[src/backup_power_pkg.sv]
// Constants and carrier types for the backup power mode control block
package backup_power_pkg;
	localparam int ADDR_W = 10;
	localparam logic [ADDR_W-1:0] OFF_STATUS = 10'h014;
	localparam logic [ADDR_W-1:0] OFF_UNLOCK = 10'h018;
	localparam logic [ADDR_W-1:0] OFF_POWER_MODE_CONTROL = 10'h01c;
	localparam logic [ADDR_W-1:0] OFF_WAKE_CAUSE = 10'h028;
	localparam logic [ADDR_W-1:0] OFF_WAKE_EN = 10'h02c;
	localparam logic [ADDR_W-1:0] OFF_PAD_ROUTE = 10'h030;
	localparam logic [ADDR_W-1:0] OFF_IO_HOLD = 10'h034;
	localparam logic [ADDR_W-1:0] OFF_REVISION = 10'h0fc;
	localparam logic [7:0] UNLOCK_KEY = 8'haa;
	localparam int KEY_LSB = 24;
	localparam int ERR_BIT = 31;
	localparam int PS_LSB = 0;
	localparam int SCALING_CHANGE_REQUEST_BIT = 2;
	localparam int BACKUP_MODE_SELECT_BIT = 8;
	localparam int RET_BIT = 9;
	localparam int SLEEP_LSB = 12;
	localparam int LOW_SPEED_SOURCE_SELECT_BIT = 16;
	localparam int FASTWK_BIT = 24;
	localparam int WAKE_SRC_N = 6;
	localparam int PAD_N = 9;
	localparam logic [1:0] PS_DEFAULT = 2'h0;
	localparam logic [11:0] REVISION_NUM = 12'h001; // Arbitrary value
	localparam logic [3:0] VARIANT_NUM = 4'h0; // Arbitrary value

	typedef enum logic [1:0] {PM_RUN, PM_SLEEP, PM_RETAIN, PM_BACKUP} pmode_t;

	typedef struct packed {
		logic quick_wake_select;
		logic low_speed_source_select;
		logic [1:0] sleep_depth;
		logic retention_mode_select;
		logic backup_mode_select;
		logic scaling_change_request;
		logic [1:0] scaling_config_value;
	} power_mode_control_t;

	typedef struct packed {
		logic cpu;
		logic ahb;
		logic pb;
		logic generic_clocks;
		logic sources;
	} clk_stop_t;

	typedef struct packed {
		power_mode_control_t power_mode_control;
		logic [WAKE_SRC_N-1:0] wake_cause;
		logic [WAKE_SRC_N-1:0] wake_en;
		logic [PAD_N-1:0] pad_route;
		logic io_hold_bit;
		logic unlocked;
		logic access_err;
		pmode_t mode;
		logic [31:0] rdata;
		logic rvalid;
		clk_stop_t stop;
		logic io_hold;
		logic scale_start;
	} state_t;
endpackage : backup_power_pkg

[src/backup_power_mode_control.sv]
// Power mode control, backup wake tracking, pad routing and I/O hold
`timescale 1ns/1ns
`default_nettype none
// Behaviour
// - Low-speed source bit: 0 crystal oscillator, 1 low-speed RC oscillator.
// - Sleep depth 0 stops only the processor clock.
// - Sleep depth 1 stops processor and system bus clocks.
// - Sleep depth 2 also stops peripheral bus and generic clocks; sources run.
// - Sleep depth 3 also stops clock sources except system RC and 32kHz.
// - Retention mode chosen when retention bit, deep sleep set, backup bit clear.
// - Backup mode chosen when backup bit and deep sleep set.
// - Scaling request written 1 by software, cleared by hardware on completion.
// - Scaling configuration returns to default on backup exit.
// - Backup wake sets the cause bit of the waking source.
// - Wake cause is read-only and survives reset.
// - Wake enables gate sources out of backup; reset to zero.
// - Pad routing bits connect interrupt line n to its backup pad.
// - I/O hold bit holds lines after backup wake until written 0.
// - Quick wake bit selects fast analog wake unless flash high speed.
// - Revision register shows version and variant, read-only.
// - Locked write without unlock raises access error flag.
module backup_power_mode_control import backup_power_pkg::*; (
	input wire logic mclk,
	input wire logic sys_rst,
	input wire logic bus_sel,
	input wire logic bus_write,
	input wire logic [ADDR_W-1:0] bus_addr,
	input wire logic [31:0] bus_wdata,
	output logic [31:0] bus_rdata,
	output logic bus_rvalid,
	input wire logic sleep_req,
	input wire logic processor_deep_sleep_bit,
	input wire logic wake_event,
	input wire logic [WAKE_SRC_N-1:0] wake_src,
	input wire logic scaling_done,
	input wire logic flash_high_speed,
	input wire logic [PAD_N-1:0] ext_irq_line,
	output logic [PAD_N-1:0] backup_pad_drive,
	output logic [PAD_N-1:0] backup_pad_enable,
	output clk_stop_t clk_stop,
	output pmode_t power_mode,
	output logic low_speed_source_select,
	output logic quick_wake_active,
	output logic scaling_start,
	output logic [1:0] scaling_config_value,
	output logic io_hold,
	output logic access_error
);
	state_t s_reg, s_next;
	logic acc;
	logic wr;
	logic [WAKE_SRC_N-1:0] gated;
	power_mode_control_t wpm;

	assign acc = bus_sel;
	assign wr = bus_sel & bus_write;
	assign gated = wake_src & s_reg.wake_en;
	assign wpm = '{quick_wake_select: bus_wdata[FASTWK_BIT],
		low_speed_source_select: bus_wdata[LOW_SPEED_SOURCE_SELECT_BIT],
		sleep_depth: bus_wdata[SLEEP_LSB+:2],
		retention_mode_select: bus_wdata[RET_BIT],
		backup_mode_select: bus_wdata[BACKUP_MODE_SELECT_BIT],
		scaling_change_request: bus_wdata[SCALING_CHANGE_REQUEST_BIT],
		scaling_config_value: bus_wdata[PS_LSB+:2]};

	always_comb begin
		s_next = s_reg;
		s_next.scale_start = 1'b0;
		s_next.rvalid = 1'b0;
		// Any access consumes a pending unlock
		if (acc) begin
			s_next.unlocked = 1'b0;
		end
		if (wr) begin
			case (bus_addr)
				OFF_UNLOCK: begin
					s_next.unlocked = (bus_wdata[KEY_LSB+:8] == UNLOCK_KEY)
						&& (bus_wdata[ADDR_W-1:0] == OFF_POWER_MODE_CONTROL);
				end
				OFF_POWER_MODE_CONTROL: begin
					if (s_reg.unlocked) begin
						s_next.power_mode_control = wpm;
						s_next.power_mode_control.scaling_change_request = wpm.scaling_change_request;
						s_next.scale_start = wpm.scaling_change_request;
					end else begin
						s_next.access_err = 1'b1;
					end
				end
				OFF_WAKE_EN: s_next.wake_en = bus_wdata[WAKE_SRC_N-1:0];
				OFF_PAD_ROUTE: s_next.pad_route = bus_wdata[PAD_N-1:0];
				OFF_IO_HOLD: begin
					s_next.io_hold_bit = bus_wdata[0];
					if (!bus_wdata[0]) begin
						s_next.io_hold = 1'b0;
					end
				end
				default: ;
			endcase
		end
		// Completion wins over a same-cycle software write
		if (scaling_done) begin
			s_next.power_mode_control.scaling_change_request = 1'b0;
		end
		if (acc && !bus_write) begin
			s_next.rvalid = 1'b1;
			case (bus_addr)
				OFF_STATUS: s_next.rdata = {s_reg.access_err, 31'h0};
				OFF_POWER_MODE_CONTROL: s_next.rdata = {7'h0, s_reg.power_mode_control.quick_wake_select,
					7'h0, s_reg.power_mode_control.low_speed_source_select,
					2'h0, s_reg.power_mode_control.sleep_depth, 2'h0,
					s_reg.power_mode_control.retention_mode_select, s_reg.power_mode_control.backup_mode_select,
					5'h0, s_reg.power_mode_control.scaling_change_request,
					s_reg.power_mode_control.scaling_config_value};
				OFF_WAKE_CAUSE: s_next.rdata = {26'h0, s_reg.wake_cause};
				OFF_WAKE_EN: s_next.rdata = {26'h0, s_reg.wake_en};
				OFF_PAD_ROUTE: s_next.rdata = {23'h0, s_reg.pad_route};
				OFF_IO_HOLD: s_next.rdata = {31'h0, s_reg.io_hold_bit};
				OFF_REVISION: s_next.rdata = {12'h0, VARIANT_NUM, 4'h0, REVISION_NUM};
				default: s_next.rdata = 32'h0;
			endcase
		end
		case (s_reg.mode)
			PM_RUN: begin
				if (sleep_req) begin
					if (processor_deep_sleep_bit && s_reg.power_mode_control.backup_mode_select) begin
						s_next.mode = PM_BACKUP;
					end else if (processor_deep_sleep_bit
						&& s_reg.power_mode_control.retention_mode_select) begin
						s_next.mode = PM_RETAIN;
					end else begin
						s_next.mode = PM_SLEEP;
					end
				end
			end
			PM_SLEEP, PM_RETAIN: begin
				if (wake_event) begin
					s_next.mode = PM_RUN;
				end
			end
			PM_BACKUP: begin
				if (|gated) begin
					s_next.mode = PM_RUN;
					s_next.wake_cause = gated;
					s_next.power_mode_control.scaling_config_value = PS_DEFAULT;
					s_next.io_hold = s_reg.io_hold_bit;
				end
			end
			default: s_next.mode = PM_RUN;
		endcase
		s_next.stop = '0;
		if (s_next.mode != PM_RUN) begin
			s_next.stop.cpu = 1'b1;
			s_next.stop.ahb = (s_reg.power_mode_control.sleep_depth >= 2'd1);
			s_next.stop.pb = (s_reg.power_mode_control.sleep_depth >= 2'd2);
			s_next.stop.generic_clocks = (s_reg.power_mode_control.sleep_depth >= 2'd2);
			s_next.stop.sources = (s_reg.power_mode_control.sleep_depth == 2'd3);
		end
	end

	always_ff @(posedge mclk) begin
		if (sys_rst) begin
			s_reg.power_mode_control <= '0;
			s_reg.wake_en <= '0;
			s_reg.pad_route <= '0;
			s_reg.io_hold_bit <= 1'b0;
			s_reg.unlocked <= 1'b0;
			s_reg.access_err <= 1'b0;
			s_reg.mode <= PM_RUN;
			s_reg.rdata <= '0;
			s_reg.rvalid <= 1'b0;
			s_reg.stop <= '0;
			s_reg.io_hold <= 1'b0;
			s_reg.scale_start <= 1'b0;
			s_reg.wake_cause <= s_next.wake_cause;
		end else begin
			s_reg <= s_next;
		end
	end

	// Pad drive is registered so every output leaves a flop
	logic [PAD_N-1:0] pad_drv_reg;
	always_ff @(posedge mclk) begin
		if (sys_rst) begin
			pad_drv_reg <= '0;
		end else begin
			pad_drv_reg <= ext_irq_line & s_reg.pad_route;
		end
	end

	logic quick_reg;
	always_ff @(posedge mclk) begin
		if (sys_rst) begin
			quick_reg <= 1'b0;
		end else begin
			quick_reg <= s_reg.power_mode_control.quick_wake_select & ~flash_high_speed;
		end
	end

	assign bus_rdata = s_reg.rdata;
	assign bus_rvalid = s_reg.rvalid;
	assign backup_pad_drive = pad_drv_reg;
	assign backup_pad_enable = s_reg.pad_route;
	assign clk_stop = s_reg.stop;
	assign power_mode = s_reg.mode;
	assign low_speed_source_select = s_reg.power_mode_control.low_speed_source_select;
	assign quick_wake_active = quick_reg;
	assign scaling_start = s_reg.scale_start;
	assign scaling_config_value = s_reg.power_mode_control.scaling_config_value;
	assign io_hold = s_reg.io_hold;
	assign access_error = s_reg.access_err;

	property p_err;
		@(posedge mclk) disable iff (sys_rst)
		(wr && bus_addr == OFF_POWER_MODE_CONTROL && !s_reg.unlocked) |=> access_error;
	endproperty
	a_err: assert property (p_err) else $error("locked write no error");
	property p_lock;
		@(posedge mclk) disable iff (sys_rst)
		(wr && bus_addr == OFF_POWER_MODE_CONTROL && !s_reg.unlocked) |=> $stable(s_reg.power_mode_control.sleep_depth);
	endproperty
	a_lock: assert property (p_lock) else $error("locked write changed control");
	property p_once;
		@(posedge mclk) disable iff (sys_rst) acc |=> !s_reg.unlocked || $past(wr);
	endproperty
	a_once: assert property (p_once) else $error("unlock outlived access");
	property p_backup_mode_select;
		@(posedge mclk) disable iff (sys_rst)
		(power_mode == PM_RUN && sleep_req && processor_deep_sleep_bit
			&& s_reg.power_mode_control.backup_mode_select) |=> power_mode == PM_BACKUP;
	endproperty
	a_backup_mode_select: assert property (p_backup_mode_select) else $error("backup not entered");
	property p_ret;
		@(posedge mclk) disable iff (sys_rst)
		(power_mode == PM_RUN && sleep_req && processor_deep_sleep_bit
			&& !s_reg.power_mode_control.backup_mode_select && s_reg.power_mode_control.retention_mode_select)
			|=> power_mode == PM_RETAIN;
	endproperty
	a_ret: assert property (p_ret) else $error("retention not entered");
	property p_cause;
		@(posedge mclk) disable iff (sys_rst)
		(power_mode == PM_BACKUP && |gated) |=> s_reg.wake_cause == $past(gated)
			&& scaling_config_value == PS_DEFAULT;
	endproperty
	a_cause: assert property (p_cause) else $error("wake cause wrong");
	property p_gate;
		@(posedge mclk) disable iff (sys_rst)
		(power_mode == PM_BACKUP && !(|(wake_src & s_reg.wake_en))) |=> power_mode == PM_BACKUP;
	endproperty
	a_gate: assert property (p_gate) else $error("blocked source woke");
	property p_done;
		@(posedge mclk) disable iff (sys_rst) scaling_done |=> !s_reg.power_mode_control.scaling_change_request;
	endproperty
	a_done: assert property (p_done) else $error("request not cleared");
	property p_stop;
		@(posedge mclk) disable iff (sys_rst)
		(power_mode != PM_RUN) |-> clk_stop.cpu && (clk_stop.sources -> clk_stop.pb);
	endproperty
	a_stop: assert property (p_stop) else $error("clock stop wrong");
	c_backup_mode_select: cover property (@(posedge mclk) power_mode == PM_BACKUP ##1 power_mode == PM_RUN);
	c_unl: cover property (@(posedge mclk) s_reg.unlocked ##1 wr && bus_addr == OFF_POWER_MODE_CONTROL);
	c_err: cover property (@(posedge mclk) $rose(access_error));
endmodule : backup_power_mode_control
`default_nettype wire

[config.mk]
export PLATFORM = sky130hd
export DESIGN_NAME = backup_power_mode_control
export DESIGN_NICKNAME = d
export VERILOG_FILES = /design/src/backup_power_pkg.sv /design/src/backup_power_mode_control.sv
export SDC_FILE = /design/constraint.sdc
export NUM_CORES = 1
export LEC_CHECK = 0
export ABC_AREA = 1
export BUFFER_PORTS_ARGS = -buffer_cell sky130_fd_sc_hd__buf_4
export CORE_ASPECT_RATIO = 1.4
export CORE_UTILIZATION = 44
export CTS_CLUSTER_DIAMETER = 100
export CTS_CLUSTER_SIZE = 40
export DETAILED_ROUTE_END_ITERATION = 12
export PLACE_DENSITY = 0.86
export SLEW_MARGIN = 30
export SYNTH_ARGS = -nofsm -noshare
export SYNTH_HDL_FRONTEND = slang
export SYNTH_SLANG_ARGS = --single-unit
[constraint.sdc]
create_clock -name mclk -period 1.4 [get_ports mclk]
set_clock_uncertainty 0.1 [all_clocks]
set_input_delay 0 -clock mclk [delete_from_list [all_inputs] [get_ports mclk]]
set_output_delay 0 -clock mclk [all_outputs]
set_load 0.01 [all_outputs]
Word level (Yosys, flattened, before mapping)
Cells that the tools add are included.
{"block": "op_classes", "n_div": 0, "multipliers": 0, "n_eq_ne": 14, "n_mux": 26, "n_bitwise": 9, "shifts": 0, "n_reduce_logical": 17, "add_sub_neg": 0, "n_lt_le_gt_ge": 2}
{"cell": "32-bit case mux with 7 select lines", "n": 1}
{"cell": "10-bit by 5-bit equality test with 1-bit output, second input constant", "n": 4}
{"cell": "10-bit by 6-bit equality test with 1-bit output, second input constant", "n": 4}
{"cell": "2-bit 2-to-1 mux", "n": 10}
{"cell": "8-bit 2-to-1 mux", "n": 2}
{"cell": "1-bit 2-to-1 mux", "n": 11}
{"cell": "10-bit by 8-bit equality test with 1-bit output, second input constant", "n": 1}
{"cell": "9-bit AND", "n": 1}
{"cell": "8-bit equality test, second input constant", "n": 1}
{"cell": "6-bit AND", "n": 1}
{"cell": "2-bit equality test, second input constant", "n": 3}
{"cell": "2-bit case mux with 3 select lines", "n": 1}
{"cell": "2-bit AND reduction", "n": 3}
{"cell": "3-bit AND reduction", "n": 2}
{"cell": "2-bit OR reduction", "n": 3}
{"cell": "6-bit OR reduction", "n": 1}
{"cell": "5-bit 2-to-1 mux", "n": 1}
{"cell": "1-bit NOT", "n": 5}
{"cell": "1-bit logical AND", "n": 4}
{"cell": "4-bit OR reduction", "n": 1}
{"cell": "1-bit AND", "n": 2}
{"cell": "2-bit by 1-bit equality test with 1-bit output, second input constant", "n": 1}
{"cell": "2-bit by 1-bit greater-or-equal comparator with 1-bit output, second input constant", "n": 1}
{"cell": "2-bit greater-or-equal comparator, second input constant", "n": 1}
{"cell": "3 further kinds", "n": 3}
{"block": "word_totals", "memories": 0, "output_inout_bits": 65, "ramBits": 0, "wordCells": 92, "latchBits": 0, "romBits": 0, "register_bits": 84, "inputBits": 66}

Longest topological paths before layout
{"block": "logic_depth", "ltp_word": 8, "depth_mapped": 10}

Worst setup path after synthesis
Ideal clock, no wire load.
{"block": "synth_path", "kind": "register -> register", "from": "register s_reg, in the netlist power_mode[0]", "to": "register s_reg, in the netlist clk_stop[0]", "slack_ns": 0.106, "stages_incl_launch_ff": 9, "required_time_ns": 1.178, "period_less_slack_ns": 1.294, "arrival_time_ns": 1.073, "n_path_buf": 0, "setup_time_ns": 0.122, "cell_sequence": "dfxtp_1 -> inv_1 -> ha_1 -> nand2_1 -> nand2_1 -> nand3_1 -> nand2_1 -> nand2_1 -> a21oi_1"}
{"block": "synth_via", "elab_chain_cells": 6, "word_cells_on_any_way": 12, "cone_classes": "3 x eq/ne; 4 x mux; 1 x bitwise; 4 x reduce/logical"}
{"element": "start, declared", "line": "backup_power_mode_control.sv:49", "rtl": "state_t s_reg, s_next;"}
{"element": "start signal, assigned", "line": "backup_power_mode_control.sv:176", "rtl": "s_reg <= s_next;"}
{"element": "2-bit by 1-bit equality test with 1-bit output or 2-bit equality test (tied branches)", "line": "backup_power_mode_control.sv:122", "rtl": "case (s_reg.mode)"}
{"element": "2-bit OR reduction", "line": "backup_power_mode_control.sv:122"}
{"element": "2-bit case mux with 3 select lines (*)", "line": "backup_power_mode_control.sv:122"}
{"element": "2-bit nonzero test (*)", "line": "backup_power_mode_control.sv:151", "rtl": "if (s_next.mode != PM_RUN) begin"}
{"element": "1-bit NOT (no source line) (*)"}
{"element": "2-bit OR reduction (no source line) (*)"}
Every way passes the cells marked *; elsewhere a longest branch is shown, timed or not.
A chain may end at the register's enable or synchronous reset.

Final worst setup path
{"block": "layout_path", "from": "register s_reg, in the netlist power_mode[0]", "to": "register s_reg, in the netlist clk_stop[3]"}
The elaborated chain is that of the path after synthesis.

==> summary.log <==
INFO  routing        post-route-drc-count=0
INFO  setup_path     cp_slowest_stage_delay=0.36ns
INFO  status         violations_in_the_final_reports=negative setup slack
INFO  setup_path     worst-path-max-fanout=5
INFO  sta            final_report_max_slew_violation_count=0
INFO  setup_path     critical_path_class=reg -> reg
INFO  setup_path     r2r-start=power_mode[0]$_SDFF_PP0_
INFO  routing        drt-initial-drc-count=186
INFO  clock_network  clk_path_buf_depth=2
INFO  placement      place.detailed.hpwl=6256um
INFO  sta            post-route-period-util=100.3%
INFO  power_and_ir_drop report.power.total=3.945mW
INFO  global_route   first_global_vias=3117
INFO  min_path       hold-path-endpoint=s_reg[43]$_SDFF_PP0_
INFO  synthesis      syn_area_per_cell=7.548squm
INFO  layout         drive_above_1_share=31.18%
INFO  placement      gp_weighted_congestion=0.8222
INFO  global_route   grt_first_pass_wirelength=14500um
INFO  synthesis      netlist.top_cell.by_area=dfxtp_1
INFO  setup_path     worstPathArrival=1.59ns
INFO  die            design.die.area=7729squm
INFO  routing        routed-via-count=3222
INFO  clock_network  cts_buffers=9
INFO  power_and_ir_drop power.share.switching=24.26%
INFO  setup_path     number_of_cells_on_the_worst_reg_to_reg_path=8
INFO  layout         area_growth_syn_to_layout=40.32%
INFO  global_route   grt_remaining_overflow=0
INFO  layout         largest_register_ff_count=20
INFO  die            dieHeight=103.6um
INFO  routing        wire_per_inst=14.57um
INFO  power_and_ir_drop power_leakage=2.104nW
INFO  power_and_ir_drop p_seq_share=49.4%
INFO  layout         finalCoreUtilization=64.81%
INFO  global_route   groute.usage.overall=24.91%
INFO  layout         fin_area=4554squm
INFO  clock_network  clkSlewWorstSetupHoldPaths=0.07ns
INFO  synthesis      yosysUniqueCellTypes=33
INFO  sta            max_freq=0.7118GHz
INFO  synthesis      yosys-top-cells-area=dfxtp_1, buf_4, nand2_1, a21oi_1, nand3_1
INFO  synthesis      yosysSeqAreaShare=43.18%
INFO  synthesis      yosys_warnings=0
INFO  power_and_ir_drop power.net_switching=957.3uW
INFO  global_route   number_of_antenna_violations_at_the_first_check_in_global_routing=0
INFO  setup_path     worstPathRequired=1.58ns
INFO  placement      dpl-instance-area=3864squm
INFO  sta            final_period_minus_worst_setup_slack=1.405ns
INFO  global_route   largest_net_degree_at_the_start_of_global_routing=41
INFO  sta            setup_viol_count_final=2
INFO  setup_path     startpoint_class=register
INFO  power_and_ir_drop vdd_drop_max=0.4858mV
INFO  power_and_ir_drop power_density=866.3nW/um^2
INFO  setup_path     cp-end-kind=register
INFO  die            placement_rows=36
INFO  clock_network  numClockSinks=67
INFO  setup_path     r2r-end=clk_stop[3]$_SDFF_PP0_
INFO  synthesis      synth_seq_cells=67
INFO  routing        post_detailed_route_via_to_cell_ratio=4.934
INFO  layout         finish.net_count=621
INFO  power_and_ir_drop clockPowerShare=38.0%
INFO  clock_network  cts_max_level=3
INFO  die            die_x=74.59um
INFO  die            pin_count=131
INFO  clock_network  tritoncts=built
INFO  min_path       timing.hold.worst.class=in -> reg
INFO  synthesis      synthesis.area=3246squm
INFO  setup_path     worst_path_max_delay_cell=dfxtp_2
INFO  routing        first_pass_iters=6
INFO  min_path       whs_path_depth=6
INFO  sta            finalHoldViolCount=0
INFO  layout         antenna_cells_inserted=0
INFO  synthesis      top_area_cell_type_share_of_the_netlist_area=37.63%
INFO  power_and_ir_drop internal_power=2.988mW
INFO  sta            worst-slew-pin-transition=0.5984ns
INFO  sta            grt_setup_unrepaired=true
INFO  min_path       min-delay-start=bus_wdata[26]
INFO  placement      dp_slack=-0.09822ns
INFO  die            floorplan.initialDensity=46.19%
INFO  placement      port-buffer-count=102
INFO  status         run_status=finished, violations left
INFO  clock_network  ctsRootBufferMaster=clkbuf_8
INFO  routing        ant_nets=0
INFO  die            core-area=7027squm
INFO  clock_network  clock_insertion_delay_worst_skew=0.35ns
INFO  routing        wirelength=9516um
INFO  run            max_cap_viol_count=0
INFO  setup_path     r2r_slack=-0.005ns
INFO  sta            whs=0.03275ns
INFO  sta            setup_ws_final=-0.004865ns
INFO  sta            timing.max_slew.rel_slack=60.06%
INFO  synthesis      syn_inst=430
INFO  setup_path     path_cells=inv_2 > ha_4 > nand2_2 > nand2_2 > nand3_2 > nand2_2 > nand2_4 > a21oi_4
INFO  power_and_ir_drop share_comb_of_total_power=12.5%
INFO  setup_path     critical_path.most_common_cell=nand2_2
==> cell type report <==
class	count	area, sq um
well taps	95	118.9
clock inverters	1	5.005
multi-input cells	272	1383
fillers	599	2472
repair buffers	158	1296
clock buffers	15	177.7
inverters	45	170.2
flip-flops and latches	67	1404
==> Yosys cell counts, drive strengths merged <==
cell type	n
nor4	3
dfxtp	61
edfxtp	6
nand4	6
ha	2
nor3b	1
nand2	103
a211oi	2
o211ai	1
or2	1
nand3b	1
inv	44
and2	1
nor3	4
nor2	31
a21oi	44
buf	54
o221ai	1
conb	1
clkinv	1
nand3	39
o21ai	15
clkbuf	8
==> per-layer routing <==
layer  global-route usage (%)  share of wire [%]  up-vias
li1                         -                  -     1565
met5                        0                  0        -
met3                    5.934                6.3       43
met1                    26.47                 37     1458
met2                    43.05                 51      156
met4                    14.29                5.6        0
==> worst max path at each step <==
| stage | start | to |
|---|---|---|
| after CTS | power_mode[0]$_SDFF_PP0_ | clk_stop[3]$_SDFF_PP0_ |
| after detailed placement | power_mode[0]$_SDFF_PP0_ | clk_stop[1]$_SDFF_PP0_ |
| after global routing | wake_src[0] | clk_stop[0]$_SDFF_PP0_ |
| final | power_mode[0]$_SDFF_PP0_ | clk_stop[3]$_SDFF_PP0_ |
| after floorplan | power_mode[0]$_SDFF_PP0_ | clk_stop[0]$_SDFF_PP0_ |
| after global placement | power_mode[0]$_SDFF_PP0_ | clk_stop[1]$_SDFF_PP0_ |
==> layout by cell type, fill, tap and decap left out, drive strengths merged <==
master / count
ha: 2
dfxtp: 61
nor4: 3
nand4: 6
a21oi: 44
o221ai: 1
buf: 119
clkbuf: 15
o211ai: 1
a211oi: 2
nand2: 103
o21ai: 15
inv: 44
conb: 17
nor3b: 1
nand3: 39
or2: 1
nand3b: 1
and2: 1
edfxtp: 6
nor2: 31
nor3: 4
clkinv: 2
dlygate4sd3: 39
==> power by group through the flow <==
| stage | Sequential [mW] | Combinational (mW) | Clock [mW] |
|---|---|---|---|
| 2_1_floorplan | 1.99 | 0.197 | 0 |
| 3_3_place_gp | 1.99 | 0.335 | 0 |
| 3_5_place_dp | 1.99 | 0.343 | 0 |
| 4_1_cts | 1.95 | 0.450 | 1.51 |
| 5_1_grt | 1.95 | 0.527 | 1.58 |
| 6_report | 1.95 | 0.495 | 1.50 |
==> stage by stage <==
step / instances / setup TNS, ns
floorplan: 446 / 0
global placement: 595 / 0
detailed placement: 595 / -0.3284
CTS: 652 / 0
global route: 653 / -0.1729
finish: 653 / -0.009364
==> critical path, delay by kind of cell, from the launching register on <==
| kind | cells | cell delay [ns] |
|---|---|---|
| buffers and inverters | 1 | 0.06 |
| AOI/OAI and AO/OA | 1 | 0.17 |
| adders and majority gates | 1 | 0.26 |
| and+or+nand+nor | 5 | 0.39 |
| DFF | 1 | 0.36 |
==> timing repair <==
item / CTS / global route
pin swaps: 1 / 7
hold endpoints to repair: 46 / 0
buffers inserted: 2 / 1
resized for setup: 10 / 20
hold buffers: 39 / 0
setup endpoints to repair: 6 / 17
==> cells by family after synthesis <==
group                      Yosys count  share of synthesized area [%]
AOI/OAI and AO/OA                   63                          10.49
and+or+nand+nor                    190                          26.52
DFF                                 67                          43.18
adders and majority gates            2                         0.7709
buffers and inverters              107                          18.93
other                                1                         0.1155
(Power assumes the default switching activity.)
